--- config.mk ---
export PLATFORM = sky130hd
export DESIGN_NAME = trig_pacer
export DESIGN_NICKNAME = d
export VERILOG_FILES = /design/src/trig_pacer_pkg.sv /design/src/trig_pacer.sv
export SDC_FILE = /design/constraint.sdc
export NUM_CORES = 1
export LEC_CHECK = 0
export BUFFER_PORTS_ARGS = -buffer_cell sky130_fd_sc_hd__clkbuf_2
export CORE_MARGIN = 2
export CORE_UTILIZATION = 45
export DETAILED_ROUTE_END_ITERATION = 10
export SLEW_MARGIN = 30
export SYNTH_ARGS = -nofsm -noshare
export SYNTH_HDL_FRONTEND = slang
export SYNTH_SLANG_ARGS = --single-unit
--- constraint.sdc ---
create_clock -name i_clk -period 3.5 [get_ports i_clk]
set_input_delay 0.525 -clock i_clk [delete_from_list [all_inputs] [get_ports i_clk]]
set_output_delay 0.525 -clock i_clk [all_outputs]
set_load 0.01 [all_outputs]
--- src/trig_pacer_pkg.sv ---
// Package with constants and types for the measure trigger and pacer block
package trig_pacer_pkg;

  // Register offsets
  localparam logic [3:0] ADDR_SOURCE = 4'h0;
  localparam logic [3:0] ADDR_EDGE = 4'h1;
  localparam logic [3:0] ADDR_PERIOD = 4'h2;
  localparam logic [3:0] ADDR_PORT = 4'h3;
  localparam logic [3:0] ADDR_CMD = 4'h4;
  localparam logic [3:0] ADDR_STATUS = 4'h5;
  localparam logic [3:0] ADDR_SCAN = 4'h6;

  // Field positions
  localparam int PORT_DRIVE_BIT = 0;
  localparam int AUTOSCAN_BIT = 1;
  localparam int NEW_REV_BIT = 2;
  localparam int MEGOHM_BIT = 3;
  localparam int CMD_DEFAULTS_BIT = 0;
  localparam int CMD_SINGLE_BIT = 1;
  localparam int SCAN_SRC_LSB = 0;
  localparam int STOP_SRC_LSB = 4;

  // Edge codes
  localparam logic rising_edge_code = 1'b0;
  localparam logic falling_edge_code = 1'b1;

  // Measure source selector
  typedef enum logic [2:0] {
    SRC_HOLD,
    SRC_SINGLE,
    SRC_SYSTEM,
    SRC_INTERNAL,
    SRC_AUX_ZERO,
    SRC_AUX_ONE,
    SRC_GP_PORT
  } src_t;

  // Timing: 0.25 us quanta rounded up to whole cycles, 3 cycles (0.3 us) at 10 MHz
  localparam int CLK_HZ = 10_000_000;
  localparam int QUANTUM_NS = 250;
  localparam int QUANTUM_CYCLES = (QUANTUM_NS * (CLK_HZ / 1_000_000) + 999) / 1000;
  localparam logic [31:0] MIN_PERIOD_US = 32'h0000000a;
  localparam logic [31:0] MIN_PERIOD_Q = MIN_PERIOD_US * 32'h00000004;
  localparam logic [31:0] DEFAULT_PERIOD_Q = 32'h00000fa0;
  localparam logic [31:0] MEGOHM_PERIOD_Q = 32'h00005dc0;
  localparam logic [31:0] RESET_PERIOD_Q = DEFAULT_PERIOD_Q;
  localparam int HOLDOFF_CYCLES = 10 * (CLK_HZ / 1_000_000);
  localparam int PULSE_CYCLES = 2;

endpackage

--- src/trig_pacer.sv ---
// Measure trigger selection, pacer and auxiliary trigger port
// Contract
// - Aux or GP-port source triggers only on the selected edge direction.
// - Rising code means low-to-high, falling code means high-to-low.
// - Edge select resets to rising; defaults command leaves it alone.
// - Internal source: pacer spaces successive triggers by the sample period.
// - Period spans zero to 2^32-1 quarter microseconds.
// - Periods up to ten microseconds become exactly ten microseconds.
// - Defaults load one millisecond, or six for megohm functions.
// - Autoscan off: new revisions gap passes by period, old by ten microseconds.
// - Port drive on makes aux port zero an output, off an input.
// - Port drive and aux-zero source selection exclude each other.
// - Output mode re-emits each measure trigger as a low pulse.
// - GP-port source takes triggers from the general-purpose port.
// - Triggers ignored during scan delay and ten microseconds after each start.
// - Source choices hold/single/system/internal/aux/GP; internal at reset.
`timescale 1ns/1ps
module trig_pacer
  import trig_pacer_pkg::*;
(
  // Clock and reset
  input wire logic i_clk,
  input wire logic i_nrst,
  // Register port
  input wire logic [3:0] i_addr,
  input wire logic [31:0] i_wdata,
  input wire logic i_wr,
  input wire logic i_rd,
  output logic [31:0] o_rdata,
  // Trigger inputs
  input wire logic i_aux_zero,
  input wire logic i_aux_one,
  input wire logic i_gp_port,
  input wire logic i_sys_trig,
  input wire logic i_scan_accept,
  input wire logic i_scan_delay_done,
  input wire logic i_pass_end,
  // Trigger outputs
  output logic o_meas_trig,
  output logic o_pass_gap_done,
  output logic o_aux_zero_out,
  output logic o_aux_zero_oe
);

  src_t source;
  logic edge_sel;
  logic [31:0] sample_period;
  logic port_drive_out;
  logic autoscan;
  logic new_rev;
  logic megohm;
  logic [2:0] scan_source;
  logic [2:0] stop_source;
  logic [2:0] sync0;
  logic [2:0] sync1;
  logic [2:0] prev;
  logic [31:0] eff_period;
  logic [31:0] pace_cnt;
  logic [$clog2(QUANTUM_CYCLES+1)-1:0] q_cnt;
  logic tick;
  logic [7:0] hold_cnt;
  logic scan_block;
  logic single_req;
  logic raw_trig;
  logic ext_edge;
  logic [2:0] rise;
  logic [2:0] fall;
  logic [1:0] pulse_cnt;
  logic gap_active;
  logic [31:0] gap_cnt;

  wire wr_src = i_wr && i_addr == ADDR_SOURCE;
  wire wr_port = i_wr && i_addr == ADDR_PORT;
  wire wr_cmd = i_wr && i_addr == ADDR_CMD;
  wire wr_scan = i_wr && i_addr == ADDR_SCAN;
  wire defaults = wr_cmd && i_wdata[CMD_DEFAULTS_BIT];
  wire aux0_used = source == SRC_AUX_ZERO || scan_source == 3'h4 || stop_source == 3'h4;
  wire [2:0] new_scan = i_wdata[SCAN_SRC_LSB +: 3];
  wire [2:0] new_stop = i_wdata[STOP_SRC_LSB +: 3];

  // Source selector, power-on internal
  always_ff @(posedge i_clk or negedge i_nrst) begin
    if (!i_nrst) begin
      source <= SRC_INTERNAL;
    end else if (wr_src && i_wdata[2:0] <= 3'h6) begin
      if (!(port_drive_out && i_wdata[2:0] == 3'h4)) begin
        source <= src_t'(i_wdata[2:0]);
      end
    end else if (defaults) begin
      source <= SRC_INTERNAL;
    end
  end

  // Scan and stop source copies, aux zero refused while driving
  always_ff @(posedge i_clk or negedge i_nrst) begin
    if (!i_nrst) begin
      scan_source <= 3'h0;
      stop_source <= 3'h0;
    end else if (wr_scan) begin
      if (!(port_drive_out && new_scan == 3'h4)) begin
        scan_source <= new_scan;
      end
      if (!(port_drive_out && new_stop == 3'h4)) begin
        stop_source <= new_stop;
      end
    end
  end

  // Edge select, untouched by defaults
  always_ff @(posedge i_clk or negedge i_nrst) begin
    if (!i_nrst) begin
      edge_sel <= rising_edge_code;
    end else if (i_wr && i_addr == ADDR_EDGE) begin
      edge_sel <= i_wdata[0];
    end
  end

  // Sample period in quarter microseconds
  always_ff @(posedge i_clk or negedge i_nrst) begin
    if (!i_nrst) begin
      sample_period <= RESET_PERIOD_Q;
    end else if (defaults) begin
      sample_period <= megohm ? MEGOHM_PERIOD_Q : DEFAULT_PERIOD_Q;
    end else if (i_wr && i_addr == ADDR_PERIOD) begin
      sample_period <= i_wdata;
    end
  end

  // Port and mode bits
  always_ff @(posedge i_clk or negedge i_nrst) begin
    if (!i_nrst) begin
      port_drive_out <= 1'b0;
      autoscan <= 1'b0;
      new_rev <= 1'b1;
      megohm <= 1'b0;
    end else if (wr_port) begin
      if (!(i_wdata[PORT_DRIVE_BIT] && aux0_used)) begin
        port_drive_out <= i_wdata[PORT_DRIVE_BIT];
      end
      autoscan <= i_wdata[AUTOSCAN_BIT];
      new_rev <= i_wdata[NEW_REV_BIT];
      megohm <= i_wdata[MEGOHM_BIT];
    end else if (defaults) begin
      autoscan <= 1'b0;
    end
  end

  // Two-stage synchronisers for pin inputs
  always_ff @(posedge i_clk or negedge i_nrst) begin
    if (!i_nrst) begin
      sync0 <= 3'h0;
      sync1 <= 3'h0;
      prev <= 3'h0;
    end else begin
      sync0 <= {i_gp_port, i_aux_one, i_aux_zero};
      sync1 <= sync0;
      prev <= sync1;
    end
  end

  // Edge detection per input
  genvar g;
  generate
    for (g = 0; g < 3; g++) begin : gen_edge
      assign rise[g] = sync1[g] && !prev[g];
      assign fall[g] = !sync1[g] && prev[g];
    end
  endgenerate

  // External edge for the selected source
  always_comb begin
    ext_edge = 1'b0;
    case (source)
      SRC_AUX_ZERO: ext_edge = !port_drive_out &&
        (edge_sel == rising_edge_code ? rise[0] : fall[0]);
      SRC_AUX_ONE: ext_edge = edge_sel == rising_edge_code ? rise[1] : fall[1];
      SRC_GP_PORT: ext_edge = edge_sel == rising_edge_code ? rise[2] : fall[2];
      default: ext_edge = 1'b0;
    endcase
  end

  // Quantum tick every QUANTUM_CYCLES, 3 cycles (0.3 us) at 10 MHz
  always_ff @(posedge i_clk or negedge i_nrst) begin
    if (!i_nrst) begin
      q_cnt <= '0;
    end else if (q_cnt == ($bits(q_cnt))'(QUANTUM_CYCLES - 1)) begin
      q_cnt <= '0;
    end else begin
      q_cnt <= q_cnt + 1'b1;
    end
  end
  assign tick = q_cnt == ($bits(q_cnt))'(QUANTUM_CYCLES - 1);

  // Periods at or below ten microseconds become ten microseconds
  assign eff_period = (sample_period <= MIN_PERIOD_Q) ? MIN_PERIOD_Q : sample_period;

  // Single command request
  always_ff @(posedge i_clk or negedge i_nrst) begin
    if (!i_nrst) begin
      single_req <= 1'b0;
    end else if (wr_cmd && i_wdata[CMD_SINGLE_BIT] && source == SRC_SINGLE) begin
      single_req <= 1'b1;
    end else if (o_meas_trig) begin
      single_req <= 1'b0;
    end
  end

  // Raw trigger before the hold-off gate
  always_comb begin
    raw_trig = 1'b0;
    case (source)
      SRC_SINGLE: raw_trig = single_req;
      SRC_SYSTEM: raw_trig = i_sys_trig;
      SRC_INTERNAL: raw_trig = pace_cnt == 32'h0;
      default: raw_trig = ext_edge;
    endcase
  end

  // Scan delay window blocks triggers
  always_ff @(posedge i_clk or negedge i_nrst) begin
    if (!i_nrst) begin
      scan_block <= 1'b0;
    end else if (i_scan_accept) begin
      scan_block <= 1'b1;
    end else if (i_scan_delay_done) begin
      scan_block <= 1'b0;
    end
  end

  // Ten microsecond hold-off after each measurement start
  always_ff @(posedge i_clk or negedge i_nrst) begin
    if (!i_nrst) begin
      hold_cnt <= 8'h0;
    end else if (o_meas_trig) begin
      hold_cnt <= 8'(HOLDOFF_CYCLES - 1);
    end else if (hold_cnt != 8'h0) begin
      hold_cnt <= hold_cnt - 8'h1;
    end
  end

  assign o_meas_trig = raw_trig && !scan_block && hold_cnt == 8'h0 && source != SRC_HOLD;

  // Pacer down-counter reloaded at each trigger
  always_ff @(posedge i_clk or negedge i_nrst) begin
    if (!i_nrst) begin
      pace_cnt <= MIN_PERIOD_Q;
    end else if (o_meas_trig || source != SRC_INTERNAL) begin
      pace_cnt <= eff_period;
    end else if (tick && pace_cnt != 32'h0) begin
      pace_cnt <= pace_cnt - 32'h1;
    end
  end

  // Gap between scan passes with autoscan off
  always_ff @(posedge i_clk or negedge i_nrst) begin
    if (!i_nrst) begin
      gap_active <= 1'b0;
      gap_cnt <= 32'h0;
      o_pass_gap_done <= 1'b0;
    end else begin
      o_pass_gap_done <= 1'b0;
      if (i_pass_end && !autoscan) begin
        gap_active <= 1'b1;
        gap_cnt <= (new_rev ? eff_period : MIN_PERIOD_Q) - 32'h1;
      end else if (gap_active && tick) begin
        if (gap_cnt == 32'h0) begin
          gap_active <= 1'b0;
          o_pass_gap_done <= 1'b1;
        end else begin
          gap_cnt <= gap_cnt - 32'h1;
        end
      end
    end
  end

  // Negative pulse on aux port zero for each measure trigger
  always_ff @(posedge i_clk or negedge i_nrst) begin
    if (!i_nrst) begin
      pulse_cnt <= 2'h0;
    end else if (o_meas_trig && port_drive_out) begin
      pulse_cnt <= 2'(PULSE_CYCLES);
    end else if (pulse_cnt != 2'h0) begin
      pulse_cnt <= pulse_cnt - 2'h1;
    end
  end

  always_ff @(posedge i_clk or negedge i_nrst) begin
    if (!i_nrst) begin
      o_aux_zero_out <= 1'b1;
      o_aux_zero_oe <= 1'b0;
    end else begin
      o_aux_zero_oe <= port_drive_out;
      o_aux_zero_out <= !(o_meas_trig && port_drive_out) && pulse_cnt <= 2'h1;
    end
  end

  // Read data one cycle after the strobe
  always_ff @(posedge i_clk or negedge i_nrst) begin
    if (!i_nrst) begin
      o_rdata <= 32'h0;
    end else if (i_rd) begin
      if (i_addr == ADDR_SOURCE) begin
        o_rdata <= {29'h0, source};
      end else if (i_addr == ADDR_EDGE) begin
        o_rdata <= {31'h0, edge_sel};
      end else if (i_addr == ADDR_PERIOD) begin
        o_rdata <= sample_period;
      end else if (i_addr == ADDR_PORT) begin
        o_rdata <= {28'h0, megohm, new_rev, autoscan, port_drive_out};
      end else if (i_addr == ADDR_STATUS) begin
        o_rdata <= {22'h0, hold_cnt != 8'h0, scan_block, gap_active, single_req, 6'h0};
      end else if (i_addr == ADDR_SCAN) begin
        o_rdata <= {25'h0, stop_source, 1'b0, scan_source};
      end else begin
        o_rdata <= 32'h0;
      end
    end else begin
      o_rdata <= 32'h0;
    end
  end
endmodule

==> impl_metrics.yaml, run 1 <==
worst_setup_path:
  critPathKind: "reg -> out"
  cp.required_ns: 2.97
  r2r_slack_ns: 0.21
  cp_cell_sequence: "or4_4 -> or4_4 -> nor4b_4 -> a31oi_1 -> or3_4 -> inv_4 -> buf_6"
  r2r_cells: 12
  startpoint: "pace_cnt[21]$_DFFE_PN0P_"
  cp-end-kind: "output pin"
  cpPeakStageDelay_ns: 0.54
  r2r_end: "gap_cnt[22]$_DFFE_PN0P_"
  worst_setup_path_start_kind: "flip-flop"
  path_max_fanout: 5
  worstPathArrival_ns: 2.92
  critPathMostFrequentCell: "or4_4"
  r2r-start: "sample_period[20]$_DFFE_PN0P_"
  worstSetupEndpoint: "o_meas_trig"
  critPathSlowestCell: "or4_4"
global_routing:
  antenna_found_initial: 0
  grt_pass1_vias: 7293
  grt_max_degree: 69
  grt_overflow_total: 0
  grt_first_pass_wirelength_mm: 39.8
  grtUsageTotal_pct: 25.3
yosys:
  ys_seq_elements: 169
  async_flop_share_pct: 100
  synth.top_cells.by_count: "dfrtp_1 (157), nand2_1 (156), nor2_1 (74)"
  synth_area_per_cell_um2: 9.19
  synth_top_area_cell: "dfrtp_1"
  synth-seq-area-share_pct: 48.6
  netlist-cell-type-count: 77
  synth_edf_count: 0
  synth-warning-count: 0
  synth_cells: 951
  ys.flop_type: "dfrtp_1"
  syn-cell-area_um2: 8740
  yosysTopAreaCellShare_pct: 45.0
  synth_nets: 1003
  synth.top_cells.by_area: "dfrtp_1 (45%), nand2_1 (6.7%), o21ai_0 (4.1%)"
  synth.most_common_cell: "dfrtp_1"
clock_tree:
  cts.reportedPaths.clkPinSlew_ns: 0.07
  htreeDepth: 4
  cts_tree: "yes"
  cts_root_buf: "clkbuf_16"
  cts_buffers: 17
  cts-hold-fix-buffers: 0
  insertion_delay_ns: 0.43
  cts_buffer_depth: 2
  cts_sinks: 169
floorplanning:
  initial_core_util_pct: 46.3
  dieHeight_um: 143
  coreArea_um2: 18900
  io_pins: 83
  die_area_um2: 20600
  die_x_um: 143
  rows: 50
place:
  port_buffers: 82
  place_congestion: 0.920
  placed_cells: 1299
  place_ws_ns: 0.197
  placed_cell_area_um2: 9760
  hpwl_mm: 18.3
sta:
  rsz0062_at_grt: "true"
  slew_headroom_pct: 37.5
  clock.fmax_ghz: 0.291
  finalSetupViolCount: 0
  hold_violations: 0
  fin_hold_ws_ns: 0.0990
  setup_ws_ns: 0.0587
  min_period_ns: 3.44
  maxSlewViolCount: 0
  tightest_slew_ns: 0.935
  fin_crit_sh_pct: 98.3
  finalClockSkew_ns: 0.0103
power_and_ir_drop:
  p_per_area_nw_per_um2: 651
  peakVddDrop_mv: 0.377
  p_sw_share_pct: 36.0
  power.switching_mw: 2.43
  pwr-share-clk_pct: 28.4
  p_leak_nw: 4.67
  pwr-share-comb_pct: 29.4
  power_frac_seq_pct: 42.2
  power.internal_mw: 4.33
layout:
  fin_area_um2: 10400
  antenna_cells: 0
  fin_cells: 1332
  syn2layout_area_growth_pct: 18.9
  drive_gt1_share_pct: 20.4
  final_util_pct: 55.0
  nets: 1111
routing:
  postRouteAntennaNets: 0
  route.detailed.drc: 0
  via_per_inst: 5.75
  vias: 7664
  drtPass1Iterations: 5
  drt-initial-drc-count: 606
  routed_wl_mm: 25.1
  post_drt_wl_per_cell_um: 18.8
outcome:
  outcome: "completed"
job:
  maxCapViolCount: 0
worst_hold_path:
  worstHoldPathType: "in -> async"
==> cells in the final DEF (no fill, tap or decap), types with 6 or more instances in the layout <==
| cell | n |
|---|---|
| dfrtp_1 | 157 |
| nand2_1 | 156 |
| clkbuf_2 | 80 |
| nor2_1 | 73 |
| o21ai_0 | 72 |
| a21oi_1 | 53 |
| buf_4 | 53 |
| and3_1 | 32 |
| nor3_1 | 26 |
| nand3_1 | 24 |
| xor2_1 | 20 |
| nor4_1 | 17 |
| xnor2_1 | 17 |
| clkbuf_16 | 17 |
| mux2i_1 | 16 |
| inv_1 | 14 |
| a22oi_1 | 14 |
| nand3b_1 | 13 |
| nand4_1 | 12 |
| o211ai_1 | 12 |
| dfstp_2 | 12 |
| or3_1 | 11 |
| and2_1 | 9 |
| nand2b_1 | 8 |
| a21o_1 | 8 |
| nor3b_1 | 7 |
| a211oi_1 | 6 |
| mux2_2 | 6 |
==> worst min-delay path by stage <==
stage,start,to,slack (ns),depth (start not counted)
after floorplan,i_nrst,autoscan$_DFFE_PN0P_,0.23,0
after global placement,sync0[1]$_DFF_PN0_,sync1[1]$_DFF_PN0_,0.34,0
after detailed placement,sync0[1]$_DFF_PN0_,sync1[1]$_DFF_PN0_,0.34,0
after CTS,i_nrst,hold_cnt[4]$_DFFE_PN0P_,0.13,1
after global routing,i_nrst,hold_cnt[4]$_DFFE_PN0P_,0.15,1
final,i_nrst,hold_cnt[4]$_DFFE_PN0P_,0.1,1
==> kinds of logic (layout without fill, tap and decap cells) <==
| family | after synthesis | in the layout | share of synthesized area, % |
|---|---|---|---|
| simple gates | 429 | 429 | 25.0 |
| compound gates | 224 | 224 | 16.4 |
| flops | 169 | 169 | 48.6 |
| fa+ha+maj | 5 | 5 | 0.716 |
| xor+xnor | 37 | 37 | 3.71 |
| mux | 23 | 23 | 2.73 |
| buf+inv | 64 | 185 | 2.96 |
==> critical path: cells and delay by family (launching register included) <==
kind | cells | cell delay [ns]
buffers and inverters | 2 | 0.20
AND/OR/NAND/NOR | 4 | 1.71
flip-flops | 1 | 0.42
AO/OA/AOI/OAI | 1 | 0.15
==> area by class of cell <==
cell class / instances / area [µm²]
sequential: 169 / 4240
clock inverter: 13 / 141
fill: 1760 / 8500
inverter: 15 / 58.8
multi-input combinational: 718 / 4290
tap: 260 / 325
timing repair buffer: 138 / 881
clock buffer: 19 / 453
==> through the flow <==
step	total power [mW]	TNS (ns)
3_3_place_gp	4.79	0
5_1_grt	7.16	-0.0194
6_report	6.76	0
2_1_floorplan	4.05	0
3_5_place_dp	4.82	0
4_1_cts	6.76	0
==> flip-flops by register name, indices dropped and copies added (netlist names), 2 cells and up <==
name           count
gap_cnt           32
hold_cnt           8
o_rdata           32
pace_cnt          32
prev               3
pulse_cnt          2
q_cnt              2
sample_period     32
scan_source        3
source             3
stop_source        3
sync0              3
sync1              3
==> routing by layer <==
metal	up-vias	GRT usage, %	share of wire [%]
met4	0	7.59	1.9
met1	3757	37.3	47
met2	243	38.2	45
met3	33	4.43	6.5
li1	3631	-	-
met5	-	0	0
==> power groups by stage <==
stage / logic [mW] / clock network, mW / registers (mW)
after floorplan: 1.31 / 0 / 2.74
after global placement: 1.94 / 0 / 2.86
after detailed placement: 1.95 / 0 / 2.87
after CTS: 1.97 / 1.95 / 2.83
after global routing: 2.22 / 2.03 / 2.91
final: 1.99 / 1.92 / 2.85
==> repair_timing <==
| action | CTS | global route |
|---|---|---|
| gates resized for setup | 2 | 6 |
| endpoints found under the setup margin | 1 | 3 |
| pin swaps | 3 | 1 |
| setup buffers | 1 | 0 |
No activity file was read; power rests on OpenSTA's default activity.
==> run 2, diff against run 1 <==
--- a/config.mk
+++ b/config.mk
@@ -7,8 +7,10 @@
 export LEC_CHECK = 0
 export BUFFER_PORTS_ARGS = -buffer_cell sky130_fd_sc_hd__clkbuf_2
 export CORE_MARGIN = 2
-export CORE_UTILIZATION = 45
+export CORE_UTILIZATION = 58
 export DETAILED_ROUTE_END_ITERATION = 10
+export GPL_TIMING_DRIVEN = 0
+export PLACE_DENSITY = 0.78
 export SLEW_MARGIN = 30
 export SYNTH_ARGS = -nofsm -noshare
 export SYNTH_HDL_FRONTEND = slang
==> run 2 against run 1 <==
Effect of this change:
- the run now ends with setup timing left
- clock power decreased by 2%
- core utilization rose by 16 points
- critical endpoint unchanged
- via count is 6.3% higher
==> impl_metrics.yaml, run 2 (synthesis gave the netlist of run 1 again) <==
clock_tree:
  cts_buffer_depth: 2
  insertion_delay_ns: 0.44
  cts.reportedPaths.clkPinSlew_ns: 0.07
  cts_tree: "yes"
  cts_root_buf: "clkbuf_16"
  cts_sinks: 169
  htreeDepth: 4
  cts_buffers: 17
routing:
  via_per_inst: 6.43
  drt-initial-drc-count: 952
  routed_wl_mm: 26.0
  vias: 8147
  postRouteAntennaNets: 0
  route.detailed.drc: 0
  drtPass1Iterations: 7
  post_drt_wl_per_cell_um: 20.5
sta:
  fin_hold_ws_ns: 0.187
  finalClockSkew_ns: 0.00858
  setup_ws_ns: -0.0707
  fin_crit_sh_pct: 102
  maxSlewViolCount: 0
  rsz0062_at_grt: "true"
  tightest_slew_ns: 0.870
  hold_violations: 0
  finalSetupViolCount: 1
  clock.fmax_ghz: 0.280
  slew_headroom_pct: 41.9
  min_period_ns: 3.57
outcome:
  violations: "setup timing"
  outcome: "finished with violations"
worst_setup_path:
  worst_setup_path_start_kind: "flip-flop"
  critPathKind: "reg -> out"
  path_max_fanout: 4
  worstPathArrival_ns: 3.05
  cp-end-kind: "output pin"
  cp.required_ns: 2.97
floorplanning:
  initial_core_util_pct: 59.7
  dieHeight_um: 127
  rows: 44
  io_pins: 83
  die_area_um2: 16100
  coreArea_um2: 14600
  die_x_um: 127
layout:
  drive_gt1_share_pct: 19.7
  final_common_cell: "nand2_1"
  antenna_cells: 0
  nets: 1123
  fin_area_um2: 10300
  syn2layout_area_growth_pct: 18.3
  fin_cells: 1268
  layout_common_cells: "nand2_1 (155), dfrtp_1 (146), clkbuf_2 (79)"
  fill_cells: 1129
power_and_ir_drop:
  p_per_area_nw_per_um2: 658
  peakVddDrop_mv: 0.410
  p_leak_nw: 4.59
  power_mw: 6.81
place:
  port_buffers: 79
  place_ws_ns: -0.637
  placed_cells: 1216
  hpwl_mm: 17.9
  place_congestion: 0.995
  placed_cell_area_um2: 9430
worst_hold_path:
  worstHoldPathType: "in -> reg"
global_routing:
  antenna_found_initial: 0
  grt_overflow_total: 0
  grtUsageTotal_pct: 33.2
  grt_pass1_vias: 7748
  grt_max_degree: 81
  grt_first_pass_wirelength_mm: 41.4
job:
  maxCapViolCount: 0
## run 2: worst paths after layout
path                                          startpoint                           end  slack [ns]  cells after the start
max                             pace_cnt[23]$_DFFE_PN0P_                   o_meas_trig       -0.07                      7
min                                           i_aux_zero            sync0[0]$_DFF_PN0_        0.19                      1
max reg2reg                sample_period[20]$_DFFE_PN0P_       gap_cnt[30]$_DFFE_PN0P_        0.09                     11
min reg2reg                           sync0[0]$_DFF_PN0_            sync1[0]$_DFF_PN0_        0.36                      0
max in group asynchronous                         i_nrst  sample_period[9]$_DFFE_PN1P_        1.93                      4
min in group asynchronous                         i_nrst      pace_cnt[24]$_DFFE_PN0P_        0.53                      2
## run 2: repair_timing
item | 4_1_cts | 5_1_grt
endpoints found under the hold margin | 30 | 0
hold buffers | 1 | 0
endpoints found under the setup margin | 14 | 12
gates resized for setup | 13 | 33
pin swaps | 3 | 7
buffers inserted | 3 | 18
## run 2: where the power goes
part / total, mW / internal (mW) / leakage, nW / switching (mW)
Combinational: 1.96 / 0.828 / 2.17 / 1.13
Sequential: 2.97 / 2.39 / 2.14 / 0.579
Clock: 1.88 / 1.01 / 0.283 / 0.876
## run 2: through the flow
step           utilization [%]  TNS (ns)
3_5_place_dp              64.4     -6.62
6_report                  70.6   -0.0707
5_1_grt                   70.6    -0.153
2_1_floorplan                -         0
3_3_place_gp              64.0   -176.80
4_1_cts                   68.9         0
## run 2: cell type report
cell class                 instances  area [µm²]  share of cell area (%)
buffer                            47         209                    2.02
tap                              184         230                    2.23
inverter                          15        58.8                   0.569
clock inverter                    15         161                    1.56
multi-input combinational        718        4360                    42.2
timing repair buffer             103         633                    6.12
sequential                       169        4260                    41.2
clock buffer                      17         425                    4.11
## run 2: critical path, cell delays in order, from the launching register on
cell and delay [ns]:
dfrtp_1 0.40, or4_4 0.55, or4_4 0.55, nor4b_4 0.35, a31oi_1 0.16, or3_4 0.43, inv_4 0.07, buf_6 0.09
## run 2: per-layer routing
metal | GRT usage (%) | routed length, µm | vias to the layer above
met3 | 7.55 | 2650 | 75
met2 | 50.6 | 11500 | 485
li1 | - | - | 3661
met4 | 11.2 | 821 | 0
met1 | 47.6 | 11000 | 3926
met5 | 0 | 0 | -
